==> src/rtl/msdc_regs.vh <==
// Register map, field layout and constants for the MAC speed/duplex block
// Function
// - Duplex bit writable when auto duplex off
// - Duplex 0 is half, 1 is full
// - Auto duplex on: bit reads detected duplex
// - Never half duplex at 1000 Mbps
// - Speed 0=10M, 1=100M, 2/3=1000M
// - Speed field writable when auto speed off
// - Auto speed on: field reads detected speed
// - Reset protection keeps duplex and speed
// - Power-up values from EEPROM, else OTP
// - No configuration source: duplex and speed fields default 0
// - USB/lite reset reloads last image or the fallbacks
// - Auto duplex default from flag, fallback 1
// - Auto speed default from flag, fallback 0
`ifndef MSDC_REGS_VH
`define MSDC_REGS_VH

// Register byte offsets
`define MSDC_OFF_MAC_CTRL   12'h100
`define MSDC_OFF_AUTO_CTRL  12'h110
`define MSDC_OFF_STATUS     12'h114
`define MSDC_ADDR_W         12

// mac_control fields
`define MSDC_CTRL_RST_BIT   0
`define MSDC_CTRL_SPD_LO    1
`define MSDC_CTRL_SPD_HI    2
`define MSDC_CTRL_DUP_BIT   3

// auto_control fields
`define MSDC_AUTO_DUP_BIT   0
`define MSDC_AUTO_SPD_BIT   1
`define MSDC_AUTO_PROT_BIT  2

// status fields
`define MSDC_STAT_DUP_BIT   0
`define MSDC_STAT_SPD_LO    1
`define MSDC_STAT_SPD_HI    2
`define MSDC_STAT_IMG_BIT   3
`define MSDC_STAT_RST_BIT   4

// Encodings and fallback values
`define MSDC_DUP_HALF       1'b0
`define MSDC_DUP_FULL       1'b1
`define MSDC_SPD_10         2'h0
`define MSDC_SPD_100        2'h1
`define MSDC_SPD_DEF        2'h0
`define MSDC_DUP_DEF        1'b0
`define MSDC_ADD_DEF        1'b1
`define MSDC_ASPD_DEF       1'b0

// MAC soft reset hold count; the reset stays set for one clock cycle more than this
`define MSDC_HOLD_CYC       5'h10
`define MSDC_HOLD_W         5

// AXI responses
`define MSDC_RESP_OKAY      2'h0
`define MSDC_RESP_SLVERR    2'h2

`endif

==> src/rtl/msdc_sync3.v <==
// Three-stage synchroniser that accepts a change once stages two and three agree
`timescale 1ns/1ps
module msdc_sync3 #(
  parameter WIDTH = 3
) (
  input  wire             aclk,     // System clock
  input  wire             aresetn,  // Synchronous reset, active low
  input  wire [WIDTH-1:0] async_in, // Input from another domain
  output reg  [WIDTH-1:0] sync_out  // Filtered, synchronised value
);

  reg [WIDTH-1:0] s1_reg;
  reg [WIDTH-1:0] s2_reg;
  reg [WIDTH-1:0] s3_reg;
  wire [WIDTH-1:0] agree;

  // A bit moves only where stages two and three match
  assign agree = ~(s2_reg ^ s3_reg);

  // Stage one feeds stage two only, never any gate
  always @(posedge aclk) begin
    if (!aresetn) begin
      s1_reg   <= {WIDTH{1'b0}};
      s2_reg   <= {WIDTH{1'b0}};
      s3_reg   <= {WIDTH{1'b0}};
      sync_out <= {WIDTH{1'b0}};
    end else begin
      s1_reg   <= async_in;
      s2_reg   <= s1_reg;
      s3_reg   <= s2_reg;
      sync_out <= (s2_reg & agree) | (sync_out & ~agree);
    end
  end

endmodule

==> src/rtl/msdc_cfg_pick.v <==
// Chooses the configuration image: EEPROM first, OTP second, fixed values last
`timescale 1ns/1ps
`include "msdc_regs.vh"
module msdc_cfg_pick (
  input  wire       ee_present,  // EEPROM image available
  input  wire       otp_valid,   // OTP has been programmed
  input  wire       ee_dup,      // EEPROM duplex value
  input  wire [1:0] ee_spd,      // EEPROM speed value
  input  wire       ee_add,      // EEPROM auto duplex flag
  input  wire       ee_aspd,     // EEPROM auto speed flag
  input  wire       otp_dup,     // OTP duplex value
  input  wire [1:0] otp_spd,     // OTP speed value
  input  wire       otp_add,     // OTP auto duplex flag
  input  wire       otp_aspd,    // OTP auto speed flag
  output reg        pick_dup,    // Chosen duplex
  output reg  [1:0] pick_spd,    // Chosen speed
  output reg        pick_add,    // Chosen auto duplex flag
  output reg        pick_aspd,   // Chosen auto speed flag
  output wire       pick_valid   // Some image exists
);

  assign pick_valid = ee_present | otp_valid;

  // Source priority, fixed fallbacks when neither memory is usable
  always @* begin
    if (ee_present) begin
      pick_dup  = ee_dup;
      pick_spd  = ee_spd;
      pick_add  = ee_add;
      pick_aspd = ee_aspd;
    end else if (otp_valid) begin
      pick_dup  = otp_dup;
      pick_spd  = otp_spd;
      pick_add  = otp_add;
      pick_aspd = otp_aspd;
    end else begin
      pick_dup  = `MSDC_DUP_DEF;
      pick_spd  = `MSDC_SPD_DEF;
      pick_add  = `MSDC_ADD_DEF;
      pick_aspd = `MSDC_ASPD_DEF;
    end
  end

endmodule

==> src/rtl/msdc_top.v <==
// MAC duplex, speed and soft-reset configuration with an AXI4-Lite slave
//
// Decided for this implementation: the register offsets and the AXI4-Lite interface to the registers.
`timescale 1ns/1ps
`include "msdc_regs.vh"
module msdc_top (
  input  wire        aclk,             // System clock, 250 MHz
  input  wire        aresetn,          // Synchronous reset, active low
  // AXI4-Lite write address
  input  wire [11:0] s_axi_awaddr,     // Write address
  input  wire        s_axi_awvalid,    // Write address valid
  output reg         s_axi_awready,    // Write address ready
  // AXI4-Lite write data
  input  wire [31:0] s_axi_wdata,      // Write data
  input  wire [3:0]  s_axi_wstrb,      // Write byte strobes
  input  wire        s_axi_wvalid,     // Write data valid
  output reg         s_axi_wready,     // Write data ready
  // AXI4-Lite write response
  output reg  [1:0]  s_axi_bresp,      // Write response
  output reg         s_axi_bvalid,     // Write response valid
  input  wire        s_axi_bready,     // Write response ready
  // AXI4-Lite read address
  input  wire [11:0] s_axi_araddr,     // Read address
  input  wire        s_axi_arvalid,    // Read address valid
  output reg         s_axi_arready,    // Read address ready
  // AXI4-Lite read data
  output reg  [31:0] s_axi_rdata,      // Read data
  output reg  [1:0]  s_axi_rresp,      // Read response
  output reg         s_axi_rvalid,     // Read data valid
  input  wire        s_axi_rready,     // Read data ready
  // Reset events and configuration image
  input  wire        usb_reset,        // USB reset event, one cycle
  input  wire        soft_lite_reset,  // Soft lite reset event, one cycle
  input  wire        cfg_load,         // Configuration image loaded, one cycle
  input  wire        cfg_ee_present,   // EEPROM image present
  input  wire        cfg_otp_valid,    // OTP programmed
  input  wire        cfg_ee_dup,       // EEPROM duplex value
  input  wire [1:0]  cfg_ee_spd,       // EEPROM speed value
  input  wire        cfg_ee_add,       // EEPROM flag_auto_duplex
  input  wire        cfg_ee_aspd,      // EEPROM flag_auto_speed
  input  wire        cfg_otp_dup,      // OTP duplex value
  input  wire [1:0]  cfg_otp_spd,      // OTP speed value
  input  wire        cfg_otp_add,      // OTP flag_auto_duplex
  input  wire        cfg_otp_aspd,     // OTP flag_auto_speed
  // Link results from the PHY side
  input  wire        det_duplex,       // Detected duplex, 1 is full
  input  wire [1:0]  det_speed,        // Detected speed code
  // MAC operating controls
  output reg         mac_full_duplex,  // MAC runs full duplex
  output reg  [1:0]  mac_speed,        // MAC speed code
  output reg         mac_in_reset      // MAC held in soft reset
);

  // Configuration fields
  reg        duplex_select_reg;
  reg        duplex_select_next;
  reg  [1:0] speed_select_reg;
  reg  [1:0] speed_select_next;
  reg        auto_duplex_reg;
  reg        auto_duplex_next;
  reg        auto_speed_detect_reg;
  reg        auto_speed_detect_next;
  reg        rst_protect_reg;
  reg        rst_protect_next;
  // Last loaded configuration image
  reg        img_valid_reg;
  reg        img_dup_reg;
  reg  [1:0] img_spd_reg;
  reg        img_add_reg;
  reg        img_aspd_reg;
  // Self-clearing MAC reset
  reg        mac_soft_reset_reg;
  reg        mac_soft_reset_next;
  reg  [`MSDC_HOLD_W-1:0] hold_cnt_reg;
  reg  [`MSDC_HOLD_W-1:0] hold_cnt_next;
  // AXI state
  reg        aw_held_reg;
  reg [11:0] aw_addr_reg;
  reg        w_held_reg;
  reg [31:0] w_data_reg;
  reg  [3:0] w_strb_reg;
  reg [31:0] rd_word;
  reg        rd_hit;

  wire        sync_dup;
  wire  [1:0] sync_spd;
  wire        pick_dup;
  wire  [1:0] pick_spd;
  wire        pick_add;
  wire        pick_aspd;
  wire        pick_valid;
  wire        any_reset;
  wire        wr_fire;
  wire        wr_ctrl;
  wire        wr_auto;
  wire        wr_hit;
  wire        ar_fire;
  wire        spd_gig;
  wire        eff_full;

  // Link results come from the PHY domain
  msdc_sync3 #(
    .WIDTH (3)
  ) u_det_sync (
    .aclk     (aclk),
    .aresetn  (aresetn),
    .async_in ({det_speed, det_duplex}),
    .sync_out ({sync_spd, sync_dup})
  );

  // Image choice for a fresh load
  msdc_cfg_pick u_pick (
    .ee_present (cfg_ee_present),
    .otp_valid  (cfg_otp_valid),
    .ee_dup     (cfg_ee_dup),
    .ee_spd     (cfg_ee_spd),
    .ee_add     (cfg_ee_add),
    .ee_aspd    (cfg_ee_aspd),
    .otp_dup    (cfg_otp_dup),
    .otp_spd    (cfg_otp_spd),
    .otp_add    (cfg_otp_add),
    .otp_aspd   (cfg_otp_aspd),
    .pick_dup   (pick_dup),
    .pick_spd   (pick_spd),
    .pick_add   (pick_add),
    .pick_aspd  (pick_aspd),
    .pick_valid (pick_valid)
  );

  assign any_reset = usb_reset | soft_lite_reset;
  assign wr_fire   = aw_held_reg & w_held_reg & ~s_axi_bvalid;
  assign wr_ctrl   = wr_fire & (aw_addr_reg == `MSDC_OFF_MAC_CTRL) & w_strb_reg[0];
  assign wr_auto   = wr_fire & (aw_addr_reg == `MSDC_OFF_AUTO_CTRL) & w_strb_reg[0];
  assign wr_hit    = (aw_addr_reg == `MSDC_OFF_MAC_CTRL) | (aw_addr_reg == `MSDC_OFF_AUTO_CTRL) |
                     (aw_addr_reg == `MSDC_OFF_STATUS);
  assign ar_fire   = s_axi_arvalid & s_axi_arready;

  // Codes 2 and 3 both mean 1000 Mbps, so the high bit alone marks it
  assign spd_gig  = speed_select_reg[1];
  assign eff_full = spd_gig ? `MSDC_DUP_FULL : duplex_select_reg;

  // Image capture: remembers what the loader last produced
  always @(posedge aclk) begin
    if (!aresetn) begin
      img_valid_reg <= 1'b0;
      img_dup_reg   <= `MSDC_DUP_DEF;
      img_spd_reg   <= `MSDC_SPD_DEF;
      img_add_reg   <= `MSDC_ADD_DEF;
      img_aspd_reg  <= `MSDC_ASPD_DEF;
    end else if (cfg_load) begin
      img_valid_reg <= pick_valid;
      img_dup_reg   <= pick_dup;
      img_spd_reg   <= pick_spd;
      img_add_reg   <= pick_add;
      img_aspd_reg  <= pick_aspd;
    end
  end

  // Field update; resets win over loads, loads over software, tracking over software writes
  always @* begin
    duplex_select_next     = duplex_select_reg;
    speed_select_next      = speed_select_reg;
    auto_duplex_next       = auto_duplex_reg;
    auto_speed_detect_next = auto_speed_detect_reg;
    rst_protect_next       = rst_protect_reg;
    if (any_reset) begin
      // Image values are the fallbacks when nothing was ever loaded
      auto_duplex_next       = img_add_reg;
      auto_speed_detect_next = img_aspd_reg;
      if (!rst_protect_reg) begin
        duplex_select_next = img_dup_reg;
        speed_select_next  = img_spd_reg;
      end
    end else if (cfg_load) begin
      duplex_select_next     = pick_dup;
      speed_select_next      = pick_spd;
      auto_duplex_next       = pick_add;
      auto_speed_detect_next = pick_aspd;
    end else begin
      if (wr_auto) begin
        auto_duplex_next       = w_data_reg[`MSDC_AUTO_DUP_BIT];
        auto_speed_detect_next = w_data_reg[`MSDC_AUTO_SPD_BIT];
        rst_protect_next       = w_data_reg[`MSDC_AUTO_PROT_BIT];
      end
      // Under auto detection the field follows the link and ignores writes
      if (auto_duplex_reg)
        duplex_select_next = sync_dup;
      else if (wr_ctrl)
        duplex_select_next = w_data_reg[`MSDC_CTRL_DUP_BIT];
      if (auto_speed_detect_reg)
        speed_select_next = sync_spd;
      else if (wr_ctrl)
        speed_select_next = w_data_reg[`MSDC_CTRL_SPD_HI:`MSDC_CTRL_SPD_LO];
    end
  end

  // Self-clearing reset: a write of 1 restarts the hold count
  always @* begin
    mac_soft_reset_next = mac_soft_reset_reg;
    hold_cnt_next       = hold_cnt_reg;
    if (wr_ctrl && w_data_reg[`MSDC_CTRL_RST_BIT]) begin
      mac_soft_reset_next = 1'b1;
      hold_cnt_next       = `MSDC_HOLD_CYC;
    end else if (mac_soft_reset_reg) begin
      if (hold_cnt_reg == {`MSDC_HOLD_W{1'b0}})
        mac_soft_reset_next = 1'b0;
      else
        hold_cnt_next = hold_cnt_reg - {{(`MSDC_HOLD_W-1){1'b0}}, 1'b1};
    end
  end

  // Configuration and MAC control registers
  always @(posedge aclk) begin
    if (!aresetn) begin
      duplex_select_reg     <= `MSDC_DUP_DEF;
      speed_select_reg      <= `MSDC_SPD_DEF;
      auto_duplex_reg       <= `MSDC_ADD_DEF;
      auto_speed_detect_reg <= `MSDC_ASPD_DEF;
      rst_protect_reg       <= 1'b0;
      mac_soft_reset_reg    <= 1'b0;
      hold_cnt_reg          <= {`MSDC_HOLD_W{1'b0}};
    end else begin
      duplex_select_reg     <= duplex_select_next;
      speed_select_reg      <= speed_select_next;
      auto_duplex_reg       <= auto_duplex_next;
      auto_speed_detect_reg <= auto_speed_detect_next;
      rst_protect_reg       <= rst_protect_next;
      mac_soft_reset_reg    <= mac_soft_reset_next;
      hold_cnt_reg          <= hold_cnt_next;
    end
  end

  // MAC facing outputs, one register stage after the fields
  always @(posedge aclk) begin
    if (!aresetn) begin
      mac_full_duplex <= `MSDC_DUP_HALF;
      mac_speed       <= `MSDC_SPD_10;
      mac_in_reset    <= 1'b0;
    end else begin
      mac_full_duplex <= eff_full;
      mac_speed       <= speed_select_reg;
      mac_in_reset    <= mac_soft_reset_reg;
    end
  end

  // Write channel: address and data are taken in either order
  always @(posedge aclk) begin
    if (!aresetn) begin
      aw_held_reg   <= 1'b0;
      aw_addr_reg   <= {`MSDC_ADDR_W{1'b0}};
      w_held_reg    <= 1'b0;
      w_data_reg    <= 32'h00000000;
      w_strb_reg    <= 4'h0;
      s_axi_awready <= 1'b0;
      s_axi_wready  <= 1'b0;
      s_axi_bvalid  <= 1'b0;
      s_axi_bresp   <= `MSDC_RESP_OKAY;
    end else begin
      s_axi_awready <= ~aw_held_reg & ~(s_axi_awvalid & s_axi_awready) & ~s_axi_bvalid;
      s_axi_wready  <= ~w_held_reg & ~(s_axi_wvalid & s_axi_wready) & ~s_axi_bvalid;
      if (s_axi_awvalid && s_axi_awready) begin
        aw_held_reg <= 1'b1;
        aw_addr_reg <= {s_axi_awaddr[11:2], 2'h0};
      end
      if (s_axi_wvalid && s_axi_wready) begin
        w_held_reg <= 1'b1;
        w_data_reg <= s_axi_wdata;
        w_strb_reg <= s_axi_wstrb;
      end
      // The response goes out once both halves are in hand
      if (wr_fire) begin
        aw_held_reg  <= 1'b0;
        w_held_reg   <= 1'b0;
        s_axi_bvalid <= 1'b1;
        s_axi_bresp  <= wr_hit ? `MSDC_RESP_OKAY : `MSDC_RESP_SLVERR;
      end else if (s_axi_bvalid && s_axi_bready) begin
        s_axi_bvalid <= 1'b0;
      end
    end
  end

  // Read decode; reserved bits read zero, the status word reads back live state
  always @* begin
    rd_word = 32'h00000000;
    rd_hit  = 1'b1;
    case ({s_axi_araddr[11:2], 2'h0})
      `MSDC_OFF_MAC_CTRL: begin
        rd_word[`MSDC_CTRL_DUP_BIT]                  = duplex_select_reg;
        rd_word[`MSDC_CTRL_SPD_HI:`MSDC_CTRL_SPD_LO] = speed_select_reg;
        rd_word[`MSDC_CTRL_RST_BIT]                  = mac_soft_reset_reg;
      end
      `MSDC_OFF_AUTO_CTRL: begin
        rd_word[`MSDC_AUTO_DUP_BIT]  = auto_duplex_reg;
        rd_word[`MSDC_AUTO_SPD_BIT]  = auto_speed_detect_reg;
        rd_word[`MSDC_AUTO_PROT_BIT] = rst_protect_reg;
      end
      `MSDC_OFF_STATUS: begin
        rd_word[`MSDC_STAT_DUP_BIT]                  = eff_full;
        rd_word[`MSDC_STAT_SPD_HI:`MSDC_STAT_SPD_LO] = speed_select_reg;
        rd_word[`MSDC_STAT_IMG_BIT]                  = img_valid_reg;
        rd_word[`MSDC_STAT_RST_BIT]                  = mac_soft_reset_reg;
      end
      default: begin
        rd_hit = 1'b0;
      end
    endcase
  end

  // Read channel: one outstanding read, data held until taken
  always @(posedge aclk) begin
    if (!aresetn) begin
      s_axi_arready <= 1'b0;
      s_axi_rvalid  <= 1'b0;
      s_axi_rdata   <= 32'h00000000;
      s_axi_rresp   <= `MSDC_RESP_OKAY;
    end else begin
      s_axi_arready <= ~s_axi_rvalid & ~ar_fire;
      if (ar_fire) begin
        s_axi_rvalid <= 1'b1;
        s_axi_rdata  <= rd_word;
        s_axi_rresp  <= rd_hit ? `MSDC_RESP_OKAY : `MSDC_RESP_SLVERR;
      end else if (s_axi_rvalid && s_axi_rready) begin
        s_axi_rvalid <= 1'b0;
      end
    end
  end

endmodule

==> config.mk <==
export PLATFORM = sky130hd
export DESIGN_NAME = msdc_top
export DESIGN_NICKNAME = d
export VERILOG_FILES = /design/src/rtl/msdc_sync3.v /design/src/rtl/msdc_cfg_pick.v /design/src/rtl/msdc_top.v
export VERILOG_INCLUDE_DIRS = /design/src /design/src/rtl
export SDC_FILE = /design/constraint.sdc
export NUM_CORES = 1
export LEC_CHECK = 0
export ABC_AREA = 1
export BUFFER_PORTS_ARGS = -buffer_cell sky130_fd_sc_hd__buf_2
export CAP_MARGIN = 20
export CORE_MARGIN = 1.5
export CORE_UTILIZATION = 40
export CTS_BUF_LIST = sky130_fd_sc_hd__clkbuf_8
export CTS_CLUSTER_DIAMETER = 120
export CTS_CLUSTER_SIZE = 28
export DETAILED_ROUTE_END_ITERATION = 7
export HOLD_SLACK_MARGIN = 0.1
export PLACE_DENSITY = 0.78
export SLEW_MARGIN = 20
export SYNTH_ARGS = -nofsm -noshare
export SYNTH_HDL_FRONTEND = slang
export SYNTH_SLANG_ARGS = --single-unit
==> constraint.sdc <==
create_clock -name aclk -period 1.61 [get_ports aclk]
set_input_delay 0.161 -clock aclk [delete_from_list [all_inputs] [get_ports aclk]]
set_output_delay 0.161 -clock aclk [all_outputs]
set_load 0.1 [all_outputs]
==> summary.txt, run 1 <==
Floorplanning
  – Die Wd: 87.4 µm
  – Die height: about 90 µm
  – Die area: 7640 µm²
  – Initial Util: 0.417
  – Core area: 6830 µm²
  – I/O pin count: between 100 and 150
  – FP Rows: 30

Setup path
  – CP Data Required Time: between 1500 and 2000 ps
  – Critical R2R Capture: hold_cnt_reg[2]$_SDFFE_PP0P_
  – Critical path's slowest cell: dfxtp_1
  – Critical Path End Type: flop
  – Critical path class: reg2reg
  – Worst Setup Start Kind: flop
  – R2R Setup Slk: roughly 190 ps
  – Reg2reg path depth: 8
  – Worst Path Arrival: 1670 ps
  – Max incr delay on CP: ~330 ps
  – Crit-path leading delay family: simple AND/OR/NAND/NOR gates
  – Worst r2r src: hold_cnt_reg[0]$_SDFFE_PP0P_
  – Worst Path Buf+Inv: 2
  – Worst path cell trace: inv_1 -> ha_1 -> inv_1 -> nor3_2 -> nand2_1 -> nand2_1 -> o21ai_0 -> nor3b_1
  – Critical Path Fanout Max: 8

STA
  – # setup viols final: 0
  – Worst Tran Pin Value: just over 500 ps
  – RSZ-0062 raised after global routing: no
  – Crit path time final: between 1000 and 1500 ps
  – Crit share post-route: 0.882
  – Final Max Tran Viols: 0
  – Final hold violations: 0
  – Fmax: slightly above 700 MHz
  – Worst Skew: around 6 ps
  – Slew HR: 0.664
  – Sum Neg Setup Slack: 0 ps

Route
  – Number of vias in the routed layout: between 2k and 3k
  – DRT Pass-1 Iters: 4
  – Final ANT Viol Nets: 0
  – Wire per inst: 9.66 µm
  – 1st-iter DRT viols: 151
  – Routed vias/inst: 4.44
  – Routed wire length: 5620 µm
  – Drc violations: 0

Clocking
  – Clock Tree Buf Depth: 2
  – CTS Sinks: 63
  – CTS buffer count: 9
  – H-Tree Depth: 3
  – Clock latency on the worst-skew pair: 330 ps
  – Clock root buffer: clkbuf_8
  – Post-CTS sizing: 0
  – CTS tree: built
  – Reg clk slew, reported paths: ~60 ps

Yosys
  – Distinct cells, synth: 30
  – Sequential area share after synthesis: 0.443
  – Post-synthesis area per instance: just over 7 µm²
  – EDFF count, synth: 0
  – Fraction of registers with async set or reset after synthesis: 0
  – Synth area leader: dfxtp_1
  – Top-area cell type share of the netlist area: 0.443
  – Commonest cells post-synth: nand2_1 (82), dfxtp_1 (63), nor2_1 (53)
  – Cell area after synthesis: about 2800 µm²
  – Synth warn: 0
  – Synth top area cells: dfxtp_1 (44%), nand2_1 (11%), buf_4 (7.6%), nor2_1 (7.0%), inv_1 (5.7%)
  – Synth Instances: between 300 and 400
  – Post-synth top flop: dfxtp_1
  – Flops & latches, synth: 63
  – Top-count cell post-synth: nand2_1

Hold path
  – Worst Hold End: aw_addr_reg[11]$_SDFFE_PN0P_
  – Hold Path Stages: 3
  – Hold WC Path Type: in2reg
  – Worst hold start: s_axi_awaddr[11]

Layout
  – ANT cells: 0
  – Share of cells above drive strength 1: 0.206
  – Max reg flops: 10
  – Final core utilization: 0.512
  – Fin nets: between 500 and 600
  – Layout area overhead: 22.8%
  – Final cell count without fillers: 582

Power and ir drop
  – Logic pwr share: 0.216
  – Tot Pwr: 3.66 mW
  – Cell internal pwr: 2.46 mW
  – PwrDens: roughly 1000 nW/µm²
  – Clock share of power: 0.324
  – Switch share: 0.328
  – Peak VDD IR: 0.467 mV
  – Leakage power total: 1.76 nW
  – Seq pwr share: 0.460
  – Psw: 1.20 mW

Global routing
  – Pin count of the biggest net entering global routing: 26
  – First-pass GRT wire length: 9450 µm
  – Total global-route track usage: 0.158
  – Initial antenna violation count: 0
  – Vias in the first global route: between 2k and 2.5k
  – Total grt overflow: 0

Placed design
  – Post-detail-place hpwl: 4250 µm
  – I/O Buffers: 65
  – Gpl congestion: between 0.7 and 0.8
  – Placed Cells: about 550

Outcome
  – Outcome: finished clean

Job
  – MaxCap Viol Count: 0
-- power groups by stage --
stage | Clock (mW) | Sequential (mW) | Combinational, mW
floorplan | 0 | 1.86 | 0.545
global placement | 0 | 1.72 | 0.751
detailed placement | 0 | 1.72 | 0.763
CTS | 1.22 | 1.69 | 0.792
global route | 1.29 | 1.69 | 0.847
finish | 1.19 | 1.69 | 0.791
-- worst max path at each step --
stage	from	end	slack, ps	cells past startpoint
global route	hold_cnt_reg[0]$_SDFFE_PP0P_	hold_cnt_reg[2]$_SDFFE_PP0P_	90	8
global placement	hold_cnt_reg[0]$_SDFFE_PP0P_	hold_cnt_reg[1]$_SDFFE_PP0P_	310	8
detailed placement	hold_cnt_reg[0]$_SDFFE_PP0P_	hold_cnt_reg[1]$_SDFFE_PP0P_	220	8
finish	hold_cnt_reg[0]$_SDFFE_PP0P_	hold_cnt_reg[2]$_SDFFE_PP0P_	190	8
floorplan	s_axi_arready$_SDFF_PN0_	s_axi_rdata[3]$_SDFFE_PN0P_	170	5
CTS	hold_cnt_reg[0]$_SDFFE_PP0P_	hold_cnt_reg[2]$_SDFFE_PP0P_	200	8
-- cell usage in the layout (no fill, tap or decap), types with 2 or more instances in the layout --
cell,count
buf_4,3
nor2_2,4
inv_1,46
a21oi_1,28
conb_1,29
inv_2,3
o21ai_0,28
clkbuf_8,12
dlygate4sd3_1,15
nor2_1,53
nand4_1,3
nor2_4,2
nor3_1,10
dfxtp_2,4
o21ai_1,2
nand3_2,4
dfxtp_1,59
buf_2,65
nand3_1,23
nand2_1,82
-- routing by layer --
metal	vias up	wire, µm	global-route usage
met3	11	322	0.0464
met4	0	101	0.0678
met1	1124	2590	0.182
met2	80	2610	0.271
met5	-	0	0
li1	1369	-	-
-- stage by stage --
stage	instance area [µm²]	setup WS [ps]	hold slack, ps
final	3500	190	99.2
after global routing	3500	93.0	122
after CTS	3500	205	104
after detailed placement	3170	219	349
after global placement	3170	309	343
after floorplan	2960	170	259
-- layout make-up --
type / instances / area, µm²
fillers: 674 / 3330
flip-flops and latches: 63 / 1270
multi-input cells: 278 / 1260
repair buffers: 83 / 498
inverters: 47 / 176
clock buffers: 12 / 165
well taps: 96 / 120
clock inverters: 3 / 11.3
-- worst min-delay path: stages --
cell and delay [ps]:
buf_2 70, o21ai_0 70, nor2_1 90
-- timing repair --
item | 4_1_cts | 5_1_grt
hold endpoints to repair | 15 | 0
hold buffers | 15 | 0
setup buffers | 0 | 0
-- kinds of logic (layout without fill, tap and decap cells) --
family | count (synthesis) | count (layout) | share of synthesized area
AO/OA/AOI/OAI | 61 | 61 | 0.111
XOR/XNOR | 1 | 1 | 0.00307
adder cells (fa/ha/maj) | 1 | 1 | 0.00439
buffers and inverters | 84 | 145 | 0.151
flip-flops | 63 | 63 | 0.443
other | 1 | 29 | 0.00132
AND/OR/NAND/NOR | 186 | 186 | 0.286
Note: power is estimated with default switching activity, not from simulation.
==> inputs of run 2 (changes only) <==
--- a/config.mk
+++ b/config.mk
@@ -9,6 +9,7 @@
 export ABC_AREA = 1
 export BUFFER_PORTS_ARGS = -buffer_cell sky130_fd_sc_hd__buf_2
 export CAP_MARGIN = 20
+export CORE_ASPECT_RATIO = 0.5
 export CORE_MARGIN = 1.5
 export CORE_UTILIZATION = 40
 export CTS_BUF_LIST = sky130_fd_sc_hd__clkbuf_8
==> summary.txt, run 2 (synthesized netlist as in run 1, its figures left out) <==
Outcome
  – Outcome: finished clean

Floorplanning
  – Die Wd: ~120 µm
  – Die height: 62.7 µm
  – Core area: 6780 µm²
  – Initial Util: 0.420
  – FP Rows: 21
  – I/O pin count: 130
  – Die area: between 7000 and 8000 µm²

STA
  – Crit path time final: ~1400 ps
  – Sum Neg Setup Slack: 0 ps
  – Fmax: 721 MHz
  – Final Max Tran Viols: 0
  – Crit share post-route: 0.862
  – Worst Skew: between 5 and 6 ps
  – # setup viols final: 0
  – Final hold violations: 0
  – RSZ-0062 raised after global routing: no

Global routing
  – Vias in the first global route: between 2k and 2.5k
  – First-pass GRT wire length: just under 10000 µm
  – Total grt overflow: 0
  – Total global-route track usage: 0.164
  – Initial antenna violation count: 0
  – Pin count of the biggest net entering global routing: 27

Setup path
  – Critical Path End Type: flop
  – Critical R2R Capture: hold_cnt_reg[1]$_SDFFE_PP0P_
  – Crit-path leading delay family: simple AND/OR/NAND/NOR gates
  – Critical path's slowest cell: dfxtp_1
  – Critical path class: reg2reg
  – Worst path cell trace: inv_1 -> ha_1 -> inv_1 -> nor3_2 -> nand2_1 -> nand2_1 -> or2_1 -> a21oi_1
  – Reg2reg path depth: 8
  – Worst Setup Start Kind: flop
  – Worst r2r src: hold_cnt_reg[0]$_SDFFE_PP0P_
  – Worst Path Arrival: ~1700 ps
  – CP Data Required Time: 1880 ps
  – R2R Setup Slk: 220 ps
  – Critical Path Fanout Max: 8
  – Worst Path Buf+Inv: 2
  – Max incr delay on CP: roughly 340 ps

Power and ir drop
  – Leakage power total: 1.78 nW
  – Psw: approximately 1.3 mW
  – Peak VDD IR: about 0.37 mV
  – Cell internal pwr: roughly 2.7 mW
  – Logic pwr share: 0.199
  – Clock share of power: 0.377
  – Switch share: 0.319
  – PwrDens: approximately 1100 nW/µm²
  – Seq pwr share: 0.424

Hold path
  – Hold Path Stages: 3
  – Worst hold start: s_axi_wdata[1]
  – Hold WC Path Type: in2reg
  – Worst Hold End: w_data_reg[1]$_SDFFE_PN0P_

Route
  – Wire per inst: about 10 µm
  – Routed vias/inst: approximately 4.5
  – Final ANT Viol Nets: 0
  – Drc violations: 0
  – Number of vias in the routed layout: 2593
  – 1st-iter DRT viols: 123
  – DRT Pass-1 Iters: 4
  – Routed wire length: just under 6000 µm

Clocking
  – Clock latency on the worst-skew pair: 340 ps
  – CTS tree: built
  – Post-CTS setup buffer count: 0
  – Clock Tree Buf Depth: 2
  – Clock root buffer: clkbuf_8
  – Reg clk slew, reported paths: roughly 70 ps
  – CTS buffer count: 9
  – Post-CTS sizing: 0
  – H-Tree Depth: 3
  – # hold bufs at CTS: 16
  – CTS Sinks: 63

Layout
  – Commonest non-fill, non-tap cells in the layout: nand2_1 (82), buf_2 (65), dfxtp_1 (59), nor2_1 (53), inv_1 (44)
  – Fin nets: between 500 and 600
  – ANT cells: 0
  – Most common cell after layout, fill and taps aside: nand2_1
  – Final core utilization: 0.524
  – Share of cells above drive strength 1: 0.211
  – Layout area overhead: 24.6%
  – Max reg flops: 10

Job
  – MaxCap Viol Count: 0

Placed design
  – Post-detail-place hpwl: approximately 4100 µm
  – Gpl congestion: 0.783
  – I/O Buffers: 65
run 2: per-stage QoR:
step                      hold WS (ps)  setup slack (ps)  area (µm²)  power [mW]  instances
after floorplan                    259               170        2960        2.40        425
after global placement             340               283        3170        2.47        548
after detailed placement           347               231        3170        2.48        548
after CTS                          110               210        3550        4.01        580
after global routing               131              80.1        3550        4.15        580
final                              119               222        3550        3.98        580
run 2: power groups by stage:
stage / registers, mW / logic, mW / clock network [mW]
after CTS: 1.68 / 0.793 / 1.53
final: 1.69 / 0.793 / 1.50
after global routing: 1.69 / 0.855 / 1.60
after detailed placement: 1.72 / 0.762 / 0
after floorplan: 1.86 / 0.545 / 0
after global placement: 1.72 / 0.756 / 0
run 2: layout make-up:
| class | instances | area (µm²) |
|---|---|---|
| clock buffers | 10 | 138 |
| clock inverters | 6 | 85.1 |
| fillers | 651 | 3230 |
| inverters | 47 | 176 |
| multi-input cells | 278 | 1260 |
| flip-flops and latches | 63 | 1270 |
| well taps | 92 | 115 |
| repair buffers | 84 | 508 |
run 2: worst max path at each step:
stage	from	end	cells after the start
floorplan	s_axi_arready$_SDFF_PN0_	s_axi_rdata[3]$_SDFFE_PN0P_	5
global placement	hold_cnt_reg[0]$_SDFFE_PP0P_	hold_cnt_reg[2]$_SDFFE_PP0P_	8
detailed placement	hold_cnt_reg[0]$_SDFFE_PP0P_	hold_cnt_reg[1]$_SDFFE_PP0P_	8
CTS	hold_cnt_reg[0]$_SDFFE_PP0P_	hold_cnt_reg[1]$_SDFFE_PP0P_	8
global route	hold_cnt_reg[0]$_SDFFE_PP0P_	hold_cnt_reg[2]$_SDFFE_PP0P_	8
finish	hold_cnt_reg[0]$_SDFFE_PP0P_	hold_cnt_reg[1]$_SDFFE_PP0P_	8
run 2: layer usage:
metal,GRT usage,share of wire
met5,0,0
met1,0.201,0.47
met4,0.0567,0.011
met3,0.0566,0.048
met2,0.267,0.47
run 2: worst min-delay path, delay by kind of cell:
kind | cells | cell delay (ps)
buf+inv | 1 | 80
compound gates | 2 | 180
